### src/include/dpc_pkg.sv
// Constants for the DDR2 power-down command sequencer
package dpc_pkg;
  localparam int CLK_PERIOD_PS = 4000;
  localparam int CKE_MIN_CLKS = 3;
  localparam int FREQ_WAIT_CLKS = 2;
  localparam int XSRD_CLKS = 200;
  localparam int TXP_NS = 8;
  localparam int TXP_CLKS = (TXP_NS * 1000 + CLK_PERIOD_PS - 1) / CLK_PERIOD_PS;
  localparam int REFI_NS = 7800;
  localparam int REFI_CLKS = (REFI_NS * 1000) / CLK_PERIOD_PS;
  localparam int MAX_REFI_STAY = 9;
  localparam int DLL_LOCK_CLKS = 200;
  localparam logic [3:0] CMD_NOP = 4'h7;
  localparam logic [3:0] CMD_DESEL = 4'hf;
  localparam logic [3:0] CMD_MRS = 4'h0;
  localparam logic [3:0] CMD_REF = 4'h1;
  localparam logic [1:0] BA_MR = 2'h0;
  localparam logic [12:0] MR_DLL_RESET = 13'h0100;
endpackage : dpc_pkg

### src/verilog/dpc_host.sv
// Controller driving DDR2 CKE and commands for power-down and frequency change
`timescale 1ns/10ps
module dpc_host
  import dpc_pkg::*;
#(
  parameter int STAY_CLKS = MAX_REFI_STAY * REFI_CLKS,
  parameter int RELOCK_CLKS = DLL_LOCK_CLKS
) (
  input  wire logic        clk,
  input  wire logic        reset_n,
  input  wire logic        pdReq,
  input  wire logic        srReq,
  input  wire logic        freqReq,
  input  wire logic        freqDone,
  input  wire logic        wakeReq,
  input  wire logic        banksIdle,
  input  wire logic        burstBusy,
  input  wire logic        dllLocked,
  output logic             cke,
  output logic             csN,
  output logic             rasN,
  output logic             casN,
  output logic             weN,
  output logic [1:0]       ba,
  output logic [12:0]      addr,
  output logic             odt,
  output logic             freqGrant,
  output logic             busy,
  output logic             ready
);
  typedef enum logic [6:0] {
    S_RUN    = 7'h01,
    S_PD     = 7'h02,
    S_SR     = 7'h04,
    S_FREQ   = 7'h08,
    S_EXIT   = 7'h10,
    S_DLLRST = 7'h20,
    S_RELOCK = 7'h40
  } dpc_state_t;

  dpc_state_t state_q;
  logic       load;
  logic [15:0] loadVal;
  logic       done;
  logic       dllStale_q;
  logic       freqChg_q;
  logic       pdPre_q;
  logic [31:0] stay_q;

  // ==========================================================
  // Timers
  dpc_counter #(.W(16)) uTimer (
    .clk     (clk),
    .reset_n (reset_n),
    .load    (load),
    .loadVal (loadVal),
    .done    (done)
  );

  wire logic enterOk = !burstBusy && done;
  wire logic stayOver = (stay_q >= 32'(STAY_CLKS));

  always_comb begin
    load = 1'b0;
    loadVal = '0;
    unique case (state_q)
      S_RUN: begin
        if (enterOk && banksIdle && (srReq || pdReq || freqReq)) begin
          load = 1'b1;
          loadVal = 16'(CKE_MIN_CLKS);
        end else if (enterOk && pdReq) begin
          load = 1'b1;
          loadVal = 16'(CKE_MIN_CLKS);
        end
      end
      S_PD, S_SR, S_FREQ: begin
        if (done && (wakeReq || stayOver) && !(state_q == S_FREQ && !freqDone)) begin
          load = 1'b1;
          loadVal = (state_q == S_SR) ? 16'(XSRD_CLKS) : 16'(TXP_CLKS);
        end
      end
      S_EXIT: begin
        if (done && (dllStale_q || freqChg_q)) begin
          load = 1'b1;
          loadVal = 16'(RELOCK_CLKS);
        end
      end
      S_DLLRST: begin
        load = 1'b1;
        loadVal = 16'(RELOCK_CLKS);
      end
      S_RELOCK: begin
        load = 1'b0;
        loadVal = '0;
      end
    endcase
  end

  // ==========================================================
  // State
  always_ff @(posedge clk or negedge reset_n) begin
    if (!reset_n) begin
      state_q <= S_RUN;
    end else begin
      unique case (state_q)
        S_RUN: begin
          if (enterOk && banksIdle && srReq) begin
            state_q <= S_SR;
          end else if (enterOk && banksIdle && freqReq) begin
            state_q <= S_FREQ;
          end else if (enterOk && pdReq) begin
            state_q <= S_PD;
          end
        end
        S_PD, S_SR, S_FREQ: begin
          if (load) begin
            state_q <= S_EXIT;
          end
        end
        S_EXIT: begin
          if (done) begin
            state_q <= (dllStale_q || freqChg_q) ? S_DLLRST : S_RUN;
          end
        end
        S_DLLRST: state_q <= S_RELOCK;
        S_RELOCK: begin
          if (done) begin
            state_q <= S_RUN;
          end
        end
      endcase
    end
  end

  // ==========================================================
  // Bookkeeping
  always_ff @(posedge clk or negedge reset_n) begin
    if (!reset_n) begin
      dllStale_q <= 1'b0;
      freqChg_q <= 1'b0;
      pdPre_q <= 1'b0;
    end else if (state_q == S_RUN && enterOk && (pdReq || srReq || freqReq)) begin
      dllStale_q <= !dllLocked;
      freqChg_q <= banksIdle && freqReq && !srReq;
      pdPre_q <= banksIdle;
    end else if (state_q == S_RELOCK && done) begin
      dllStale_q <= 1'b0;
      freqChg_q <= 1'b0;
    end
  end

  always_ff @(posedge clk or negedge reset_n) begin
    if (!reset_n) begin
      stay_q <= '0;
    end else if (state_q == S_RUN) begin
      stay_q <= '0;
    end else if (!stayOver) begin
      stay_q <= stay_q + 32'h1;
    end
  end

  // ==========================================================
  // Pins
  wire logic down = (state_q == S_PD) || (state_q == S_SR) || (state_q == S_FREQ);
  wire logic entering = (state_q == S_RUN) && load;

  always_ff @(posedge clk or negedge reset_n) begin
    if (!reset_n) begin
      cke <= 1'b1;
      {csN, rasN, casN, weN} <= CMD_DESEL;
      ba <= '0;
      addr <= '0;
      odt <= 1'b0;
      freqGrant <= 1'b0;
    end else begin
      cke <= !(entering || (down && !load));
      odt <= 1'b0;
      freqGrant <= (state_q == S_FREQ) && pdPre_q && done && !load;
      ba <= '0;
      addr <= '0;
      if (entering && banksIdle && srReq) begin
        {csN, rasN, casN, weN} <= CMD_REF;
      end else if (state_q == S_DLLRST) begin
        {csN, rasN, casN, weN} <= CMD_MRS;
        ba <= BA_MR;
        addr <= MR_DLL_RESET;
      end else begin
        {csN, rasN, casN, weN} <= CMD_NOP;
      end
    end
  end

  assign busy = (state_q != S_RUN) || !done;
  assign ready = (state_q == S_RUN) && done;
endmodule : dpc_host

### src/verilog/dpc_counter.sv
// Down counter that holds done high once it reaches zero
`timescale 1ns/10ps
module dpc_counter
  import dpc_pkg::*;
#(
  parameter int W = 16
) (
  input  wire logic         clk,
  input  wire logic         reset_n,
  input  wire logic         load,
  input  wire logic [W-1:0] loadVal,
  output logic              done
);
  logic [W-1:0] cnt_q;
  always_ff @(posedge clk or negedge reset_n) begin
    if (!reset_n) begin
      cnt_q <= '0;
    end else if (load) begin
      cnt_q <= loadVal;
    end else if (cnt_q != '0) begin
      cnt_q <= cnt_q - 1'b1;
    end
  end
  assign done = (cnt_q == '0);
endmodule : dpc_counter

### config.mk
export PLATFORM = sky130hd
export DESIGN_NAME = dpc_host
export DESIGN_NICKNAME = d
export VERILOG_FILES = /design/src/include/dpc_pkg.sv /design/src/verilog/dpc_host.sv /design/src/verilog/dpc_counter.sv
export SDC_FILE = /design/constraint.sdc
export NUM_CORES = 1
export LEC_CHECK = 0
export BUFFER_PORTS_ARGS = -buffer_cell sky130_fd_sc_hd__buf_2
export CORE_MARGIN = 8
export CORE_UTILIZATION = 60
export CTS_BUF_LIST = sky130_fd_sc_hd__clkbuf_16
export CTS_CLUSTER_SIZE = 28
export DETAILED_ROUTE_END_ITERATION = 10
export PLACE_DENSITY = 0.88
export SLEW_MARGIN = 10
export SYNTH_ARGS = -nofsm -noshare
export SYNTH_HDL_FRONTEND = slang
export SYNTH_SLANG_ARGS = --single-unit
### constraint.sdc
create_clock -name clk -period 5.6 [get_ports clk]
set_input_delay 0.84 -clock clk [delete_from_list [all_inputs] [get_ports clk]]
set_output_delay 0.84 -clock clk [all_outputs]
set_load 0.02 [all_outputs]
---- Word level (Yosys, flattened, before mapping) ----
Index checks and enable logic that the tools add are counted.
operators by class
  muxes and demuxes ....................... 31
  reductions and logical operators ........ 45
  add/sub/neg operators ................... 2
  eq/ne operators ......................... 13
  magnitude comparators ................... 1
operators with widths
  cell                   number
  $pmux 16 s5            1
  $mux 32                2
  $mux 7                 6
  $pmux 7 s5             1
  $add 32x1->32 const B  1
  $ge 32x15->1 const B   1
  $mux 16                2
  $mux 8                 3
  $logic_and 1x1->1      23
  $mux 9                 2
  $logic_not 16->1       1
  $reduce_bool 16->1     1
  $sub 16x1->16 const B  1
  $mux 1                 10
  $logic_not 1->1        8
  $logic_or 1x1->1       8
  $eq 7x1->1 const B     1
  $eq 7x2->1 const B     1
  $eq 7x3->1 const B     1
  $eq 7x4->1 const B     1
  $eq 7x5->1 const B     1
  $eq 7x6->1 const B     1
  $eq 7x7->1 const B     1
  $ne 7x1->1 const B     1
  other kinds (9)        13
storage, ports and cells
  bits in registers ....................... 76
  word-level logic and storage cells ...... 104
  bits of input ports ..................... 10

---- Longest topological paths before layout ----
Gate-level depths: netlist of run 1.
  depth in word-level cells ............... 10
  gate-level depth with buffers ........... 11
  mapped depth without buffers ............ 8

---- Hierarchy ----
Synthesis of run 1 repeated with hierarchy kept, for this count alone.
second synthesis, totals
  cells, all modules ...................... 359
  area total of the unflattened synthesis .. 3533.4 um2
by module, submodules not included
  module       cells an instance  instances  sequential area each (um2)  area an instance (um2)
  dpc_host     255                1          1207.4                      2527.4
  dpc_counter  104                1          400.4                       1006.0

---- Least setup slack after synthesis of run 1 ----
OpenSTA, ideal clock, no wires.
  path type ............................... register to output
  start point ............................. reg uTimer.cnt_q[10]
  end point ............................... out ready
  buffers on the path ..................... 1
  arrival ................................. 2257 ps
  path slack .............................. 2503 ps
  required time ........................... 4760 ps
  stages on the path, launching flop included .. 7
  cells stage by stage .................... dfrtp_1 -> or4_1 -> or3_1 -> or2_2 -> clkbuf_1 -> nand2b_1 -> inv_1
between the ends
  longest elaborated chain between the ends .. 2
RTL lines
  element                 line               source
  start, declared         dpc_counter.sv:14  logic [W-1:0] cnt_q;
  start signal, assigned  dpc_counter.sv:19  cnt_q <= loadVal;
  start signal, assigned  dpc_counter.sv:21  cnt_q <= cnt_q - 1'b1;
  $logic_not 16->1        dpc_counter.sv:24  assign done = (cnt_q == '0);
  $logic_and 1x1->1       dpc_host.sv:194    assign ready = (state_q == S_RUN) && done;
  end, declared           dpc_host.sv:29     output logic ready
Every way passes these cells.

---- Worst setup path in the final report of run 1 ----
  start point ............................. reg uTimer.cnt_q[0]
  end point ............................... out ready
The elaborated chain is that of the path after synthesis.

==> results of run 1 <==
final timing paths:
check                           startpoint    endpoint  slack (ps)  depth (start not counted)
setup / recovery           uTimer.cnt_q[0]       ready        2180                          8
hold / removal                  stay_q[23]  stay_q[23]         480                          1
setup reg to reg           uTimer.cnt_q[0]        casN        2400                          8
hold reg to reg                 stay_q[23]  stay_q[23]         480                          1
max in group asynchronous          reset_n   stay_q[8]        4400                          2
min in group asynchronous          reset_n  state_q[2]         680                          2
cells by family after synthesis:
| kind of cell | after synthesis |
|---|---|
| other | 1 |
| multiplexers | 3 |
| flip-flops | 64 |
| buffers and inverters | 41 |
| adder cells (fa/ha/maj) | 3 |
| XOR/XNOR | 24 |
| AND/OR/NAND/NOR | 160 |
| AO/OA/AOI/OAI | 49 |
per-layer routing:
layer / wire [um] / up-vias / global-route usage
li1: - / 1220 / -
met1: 3100 / 1306 / 0.224
met2: 3690 / 130 / 0.314
met3: 536 / 34 / 0.0657
met4: 233 / 0 / 0.0832
met5: 0 / - / 0
synthesized netlist by cell type (6+ instances only):
master    number  area share
nand2_1       11       0.012
buf_4         16       0.036
inv_1         10       0.011
or3_1         10       0.019
and2_1        18       0.033
nor2_1        38       0.042
nor4_1        11       0.020
clkbuf_1      11       0.012
a21oi_1       11       0.016
nand2b_1       6       0.011
o21ai_0       15       0.022
nand4_1        9       0.017
xnor2_1        8       0.021
dfrtp_1       59        0.44
xor2_1        16       0.042
and3_1         8       0.015
nand3_1       10       0.015
nor3_1        13       0.019
power breakdown:
| part | switching [W] | internal [W] |
|---|---|---|
| Clock | 0.000197 | 0.000339 |
| Combinational | 0.0000772 | 0.0000427 |
| Sequential | 0.0000382 | 0.000491 |
through the flow:
step                      setup WS (ps)   util  cell area, um^2
after detailed placement           2460  0.624             3420
final                              2180  0.677             3700
after global routing               2040  0.677             3700
after floorplan                    2500      -             3420
after global placement             2580  0.624             3420
after CTS                          2190  0.677             3700
cell type report:
class | instances | area [um^2]
inverter | 10 | 37.5
tap | 72 | 90.1
clock buffer | 9 | 225
timing repair buffer | 20 | 105
clock inverter | 7 | 62.6
fill | 424 | 1770
sequential | 64 | 1610
multi-input combinational | 255 | 1580
state kept, by name (all words and copies together) (netlist names):
register and count:
freqGrant 1, state_q 7, csN 1, casN 1, addr 1, pdPre_q 1
uTimer.cnt_q 16, stay_q 32, weN 1, cke 1, dllStale_q 1, freqChg_q 1
==> out/metrics.yaml, run 1 <==
cts_setup_buffers: 0
critPathMaxStageDelay_ps: 440
max_slew_margin: 0.307
cts-hold-fix-buffers: 0
arrival_ps: 2580
post-route-min-period_ps: 3420
synthSimpleGateAreaFrac: 0.268
cts_made_buffers: 9
finalHoldViolCount: 0
via_count: 2690
max_slew.worst_pin.slew_ps: 1040
die_area_mm2: 0.00825
ios: 34
drt_iter0_markers: 232
skew_ps: 3.16
hold_slack_ps: 482
die_h_um: 90.9
drive_above_1_share: 0.129
cts_tree: "built"
grt_use_total: 0.192
netlist_area_mm2: 0.00336
detail-route-antenna-nets: 0
path_clk_slew_ps: 50
crit_family: "simple AND/OR/NAND/NOR gates"
cellPowerDensity_mw_per_mm2: 320
synth_edf_count: 0
grt_pass1_wl_um: 12900
avgSynthCellArea_um2: 9.74
antenna_found_initial: 0
synth_cell_type_count: 56
ys.flop_type: "dfrtp_1"
criticalPathCategory: "reg -> out"
ys_warn_count: 0
fp-row-count: 27
diodes: 0
wl_per_cell_um: 17.3
synth_fa_ha_area_frac: 0.0112
irDropWorstVdd_mv: 0.240
htree_num_levels: 3
synth_xor_area_frac: 0.0625
io_buffers: 18
fp.dieW_um: 90.9
final_cell_mix: "dfrtp_1 (59), nor2_1 (38), and2_1 (18), buf_2 (18)"
path_buf_inv: 3
syn_inst: 345
grt_max_degree: 65
synth_compound_area_frac: 0.0994
insertion_delay_ps: 320
core_mm2: 0.00547
cts.sinks: 64
start_util: 0.614
viasPerCell: 6.16
end_kind: "primary output"
clock_path_buffers: 2
dp.cells: 421
grt_pass1_vias: 2736
drc: 0
muxShareOfSynthArea: 0.00930
slowest_stage: "or3b_1"
area_growth_pct: 10.2
grt_overflow: 0
ys_seq_area_frac: 0.478
first_pass_iters: 5
wirelength_um: 7560
maxClockFrequency_mhz: 292
post_cts_resize_count: 0
final.setup.tns_ps: 0
cp_common_cell: "inv_1"
layout.nets: 373
dp_hpwl_um: 5140
synth-async-reset-ratio: 1.00
path_max_fanout: 7
status: "complete, no violations"
leakage_nw: 1.69
hold_class: "reg -> reg"
finalSetupViolCount: 0
finalMaxSlewViolations: 0
root_buffer: "clkbuf_16"
layout_commonest_cell: "dfrtp_1"
synth.ff_latch_count: 64
cp-start-kind: "register"
gp_congestion: 0.940
synth_top_family_by_area: "simple AND/OR/NAND/NOR gates"
drv_cap: 0
power.total_w: 0.00119
rsz0062_at_grt: "false"
instances_no_fill: 437
crit_chain: "inv_1, ha_1, or3b_1, or3_1, or2_2, nand2b_1, inv_1, buf_2"
crit_required_ps: 4760
fin_crit_sh: 0.611
No activity file was read; power rests on OpenSTA's default activity.
==> run 2: changes to the inputs <==
- CORE_UTILIZATION: 60 -> 59
- PLACE_DENSITY: 0.88 -> 0.87
- clock period: 5.6 -> 3.4 ns (I/O delays scaled with it)
==> run 2 against run 1 <==
  * Die area grew 1.4%
  * Combinational power increased by 66%
  * Sequential cell count unchanged
==> out/metrics.yaml, run 2 (synthesis results as in run 1) <==
die_area_mm2: 0.00837  # +1.4%
insertion_delay_ps: 330  # about the same
die_h_um: 91.5  # +0.69%
max_slew_margin: 0.433  # +0.126
drive_above_1_share: 0.136  # +0.00710
rr_worst_depth: 8  # unchanged
core_mm2: 0.00551  # +0.62%
leakage_nw: 1.74  # +2.8%
antenna_found_initial: 0  # unchanged
io_buffers: 18  # unchanged
cellPowerDensity_mw_per_mm2: 555  # +73%
final_util: 0.686  # +0.00925
critPathMaxStageDelay_ps: 620  # +180 ps
cts.sinks: 64  # unchanged
setup.worst_path.end: "ready"
gp_congestion: 0.868  # -7.7%
start_util: 0.611  # -0.00377
largest-register: "stay_q"
clock_path_buffers: 2  # unchanged
swShare: 0.242  # -0.0216
preCtsSetupSlack_ps: 421  # -2040 ps
layout.nets: 376  # +0.80%
sequentialPowerShare: 0.414  # -0.033
hold_class: "in -> async"
criticalPathCategory: "reg -> out"
viasPerCell: 5.96  # -3.2%
finalSetupViolCount: 0  # unchanged
final.setup.tns_ps: 0  # unchanged
cts_tree: "built"
crit_family: "simple AND/OR/NAND/NOR gates"
grt_max_degree: 52  # -20%
path_max_fanout: 7  # unchanged
combPwrFrac: 0.095  # -0.006
p_clk_frac: 0.491  # +0.039
skew_ps: 7.98  # +4.82 ps
arrival_ps: 2610  # +30 ps
grt_overflow: 0  # unchanged
ff_latch_area_mm2: 0.00161  # unchanged
multiInputGateArea_mm2: 0.00158  # unchanged
fill_cells: 387  # -8.7%
final_cell_mix: "dfrtp_1 (59), nor2_1 (38), and2_1 (18)"
slowest_stage: "or4_1"
crit_start: "uTimer.cnt_q[10]"
max_slew.worst_pin.slew_ps: 839  # -199 ps
drv_cap: 0  # unchanged
cts_setup_buffers: 0  # unchanged
crit_required_ps: 2890  # -1870 ps
largestRegisters: "stay_q x32, uTimer.cnt_q x16, state_q x7"
power.total_w: 0.00210  # +77%
maxClockFrequency_mhz: 320
grt_use_total: 0.179  # -0.0134
grt_pass1_vias: 2532  # -7.5%
path_depth: 6  # -2
detail-route-antenna-nets: 0  # unchanged
intPower_w: 0.00159  # +82%
path_buf_inv: 2  # -1
post-route-min-period_ps: 3120
status: "complete, no violations"
end_kind: "primary output"
first_pass_iters: 5  # unchanged
drc: 0  # unchanged
htree_num_levels: 3  # unchanged
path_clk_slew_ps: 60  # about the same
fin_ws_ps: 278  # -1900 ps
dp_hpwl_um: 4840  # -5.7%
irDropWorstVdd_mv: 0.434  # +81%
crit_chain: "or4_1, or3_1, or2_2, nand2b_1, inv_1, buf_2"
drt_iter0_markers: 236  # +1.7%
cts-hold-fix-buffers: 0  # unchanged
design_area_mm2: 0.00378  # +2.0%
postPlaceCellArea_mm2: 0.00344  # +0.66%
ios: 34  # unchanged
fin_crit_sh: 0.918
grt_pass1_wl_um: 12100  # -6.3%
r2r-start: "uTimer.cnt_q[0]"
rrSetupSlack_ps: 360  # -2040 ps
post_cts_resize_count: 0  # unchanged
fp.dieW_um: 91.5  # +0.69%
largest_reg_flops: 32  # unchanged
layout_commonest_cell: "dfrtp_1"
cp-start-kind: "register"
switchingPower_w: 0.000507  # +62%
wirelength_um: 7150  # -5.5%
cts_made_buffers: 9  # unchanged
fp-row-count: 27  # unchanged
finalHoldViolCount: 0  # unchanged
finalMaxSlewViolations: 0  # unchanged
root_buffer: "clkbuf_16"
diodes: 0  # unchanged
area_growth_pct: 12.4
rr_endpoint: "casN"
via_count: 2621  # -2.6%
rsz0062_at_grt: "false"
wl_per_cell_um: 16.2  # -6.2%
run 2: worst min-delay path by stage:
stage / startpoint / end / cells after the start
after floorplan: reset_n / addr[8] / 0
after global placement: stay_q[16] / stay_q[16] / 1
after detailed placement: stay_q[17] / stay_q[17] / 1
after CTS: dllLocked / dllStale_q / 2
after global routing: reset_n / state_q[6] / 1
final: reset_n / state_q[6] / 1
run 2: area by class of cell:
cell class | instances | area share
clock buffers | 9 | 0.0596
clock inverters | 7 | 0.0295
inverters | 10 | 0.00994
multi-input cells | 255 | 0.417
flip-flops and latches | 64 | 0.426
well taps | 72 | 0.0238
repair buffers | 23 | 0.0344
run 2: power groups by stage:
stage	clock network [W]	logic [W]	registers, W
floorplan	0	0.000150	0.000863
global placement	0	0.000186	0.000877
detailed placement	0	0.000193	0.000877
CTS	0.00104	0.000196	0.000867
global route	0.00108	0.000220	0.000878
finish	0.00103	0.000199	0.000869
run 2: per-stage QoR:
step	hold WS [ps]	cells
after CTS	396	440
final	199	440
after global routing	257	440
after global placement	465	424
after floorplan	214	360
after detailed placement	466	424
run 2: per-layer routing:
layer	share of wire	up-vias	global-route usage	wire length [um]
met2	0.48	97	0.272	3460
met1	0.43	1280	0.232	3060
met4	0.025	0	0.0859	180
met5	0	-	0	0
li1	-	1225	-	-
met3	0.062	19	0.0461	444
==> run 3: changes to the inputs <==
- CORE_MARGIN: 8 -> 4
- CORE_UTILIZATION: 59 -> 45
- MAX_ROUTING_LAYER: unset -> met4
- PLACE_DENSITY: 0.87 -> 0.71
==> run 3 against run 2 <==
  * Sequential share of layout area stayed put
  * Core utilization down 17 points
  * Register-to-register slack improved by 30 ps
  * Count of clock-buffer cells in the layout is the same
  * Non-clock buffer count up 1
  * Clock skew is 1.4 ps lower
  * First-iteration DRC count decreased by 52%
  * Final cell count up 6.4%
  * Design area unchanged
  * Sequential cell count is the same
  * Via count shrank 1.6%
  * Hold slack improved by 180 ps
  * Critical endpoint unchanged
  * Largest power group unchanged
  * Highest routed layer unchanged
==> out/metrics.yaml, run 3 (synthesis results as in run 1) <==
insertion_delay_ps: 330  # about the same
first_pass_iters: 4  # -1
sequentialPowerShare: 0.442  # +0.028
r2r-start: "uTimer.cnt_q[0]"
wirelength_um: 6960  # -2.6%
layout.nets: 377  # +0.27%
cp-start-kind: "register"
core_mm2: 0.00725  # +32%
root_buffer: "clkbuf_16"
irDropWorstVdd_mv: 0.236  # -46%
die_h_um: 94.4  # +3.2%
via_count: 2578  # -1.6%
end_kind: "primary output"
fp.dieW_um: 94.4  # +3.2%
max_slew_margin: 0.281  # -0.152
io_buffers: 18  # unchanged
leakage_nw: 1.72  # -1.2%
criticalPathCategory: "reg -> out"
slowest_stage: "or4_1"
viasPerCell: 5.51  # -7.5%
hold_class: "in -> async"
ios: 34  # unchanged
crit_required_ps: 2890  # about the same
largest_reg_flops: 32  # unchanged
maxClockFrequency_mhz: 323  # +0.92%
max_slew.worst_pin.slew_ps: 1080  # +239 ps
htree_num_levels: 3  # unchanged
diodes: 0  # unchanged
dp.cells: 452  # +6.6%
drc: 0  # unchanged
p_clk_frac: 0.459  # -0.032
combPwrFrac: 0.099  # +0.004
path_buf_inv: 2  # unchanged
area_growth_pct: 12.4  # unchanged
finalSetupViolCount: 0  # unchanged
path_max_fanout: 7  # unchanged
dp_hpwl_um: 4840  # about the same
intPower_w: 0.00145  # -9.0%
routed-wl-met3_um: 420  # -5.4%
rrSetupSlack_ps: 390  # +30 ps
top_layer_used: "met4"
hold_slack_ps: 377  # +178 ps
largest-register: "stay_q"
arrival_ps: 2580  # -30 ps
grt_pass1_wl_um: 11700  # -3.2%
post-route-min-period_ps: 3090  # -28.5 ps
post_cts_resize_count: 0  # unchanged
largestRegisters: "stay_q x32, uTimer.cnt_q x16, state_q x7"
instances_no_fill: 468  # +6.4%
finalHoldViolCount: 0  # unchanged
fin_crit_sh: 0.910  # -0.00839
drv_cap: 0  # unchanged
grt_max_degree: 49  # -5.8%
crit_chain: "or4_1, or3_1, or2_2, nand2b_1, inv_1, buf_2"
antenna_found_initial: 0  # unchanged
final.setup.tns_ps: 0  # unchanged
rr_worst_depth: 9  # +1
path_clk_slew_ps: 60  # about the same
rr_endpoint: "uTimer.cnt_q[9]"
cellPowerDensity_mw_per_mm2: 520  # -6.4%
start_util: 0.464  # -0.147
clock_path_buffers: 2  # unchanged
rsz0062_at_grt: "false"
grt_use_total: 0.173  # -0.00538
wl_met1_um: 3170  # +3.6%
status: "complete, no violations"
grt_pass1_vias: 2442  # -3.6%
wl_per_cell_um: 14.9  # -8.5%
wl_met2_um: 3240  # -6.4%
cts_tree: "built"
crit_family: "simple AND/OR/NAND/NOR gates"
final_cell_mix: "dfrtp_1 (59), nor2_1 (38), and2_1 (18), buf_2 (18)"
cts-hold-fix-buffers: 0  # unchanged
switchingPower_w: 0.000516  # +1.7%
swShare: 0.263  # +0.0211
finalMaxSlewViolations: 0  # unchanged
cts_made_buffers: 9  # unchanged
layout_commonest_cell: "dfrtp_1"
cts.sinks: 64  # unchanged
die_area_mm2: 0.00892  # +6.6%
drt_iter0_markers: 114  # -52%
drive_above_1_share: 0.144  # +0.00776
path_depth: 6  # unchanged
cts_setup_buffers: 0  # unchanged
skew_ps: 6.58  # -1.40 ps
detail-route-antenna-nets: 0  # unchanged
gp_congestion: 0.849  # -2.2%
critPathMaxStageDelay_ps: 620  # about the same
fp-row-count: 31  # +15%
grt_overflow: 0  # unchanged
[run 3: worst max path at each step]
stage / endpoint / start / slack [ps]
2_1_floorplan: ready / uTimer.cnt_q[10] / 630
6_report: ready / uTimer.cnt_q[10] / 310
3_5_place_dp: uTimer.cnt_q[9] / uTimer.cnt_q[0] / 430
3_3_place_gp: uTimer.cnt_q[9] / uTimer.cnt_q[0] / 490
5_1_grt: uTimer.cnt_q[9] / uTimer.cnt_q[0] / 170
4_1_cts: ready / uTimer.cnt_q[10] / 290
[run 3: power by group through the flow]
stage	clock network (W)	logic, W	registers (W)
after floorplan	0	0.000150	0.000863
after global placement	0	0.000187	0.000875
after detailed placement	0	0.000193	0.000877
after CTS	0.000916	0.000194	0.000867
after global routing	0.000948	0.000218	0.000874
final	0.000901	0.000194	0.000868
[run 3: routing by layer]
metal | vias to the layer above | GRT usage
met2 | 98 | 0.263
met4 | 0 | 0.0686
met3 | 14 | 0.0438
met5 | - | -
met1 | 1231 | 0.223
li1 | 1235 | -
[run 3: cell type report]
| class | count | area (um^2) |
|---|---|---|
| fillers | 674 | 3480 |
| inverters | 10 | 37.5 |
| repair buffers | 24 | 135 |
| clock inverters | 7 | 72.6 |
| multi-input cells | 255 | 1580 |
| clock buffers | 9 | 225 |
| flip-flops and latches | 64 | 1610 |
| well taps | 99 | 124 |
[run 3: through the flow]
step	instance area, um^2	total power (W)	utilization	setup WS [ps]
floorplan	3420	0.00101	-	633
global placement	3480	0.00106	0.480	495
detailed placement	3480	0.00107	0.480	435
CTS	3780	0.00198	0.521	293
global route	3780	0.00204	0.521	170
finish	3780	0.00196	0.521	306
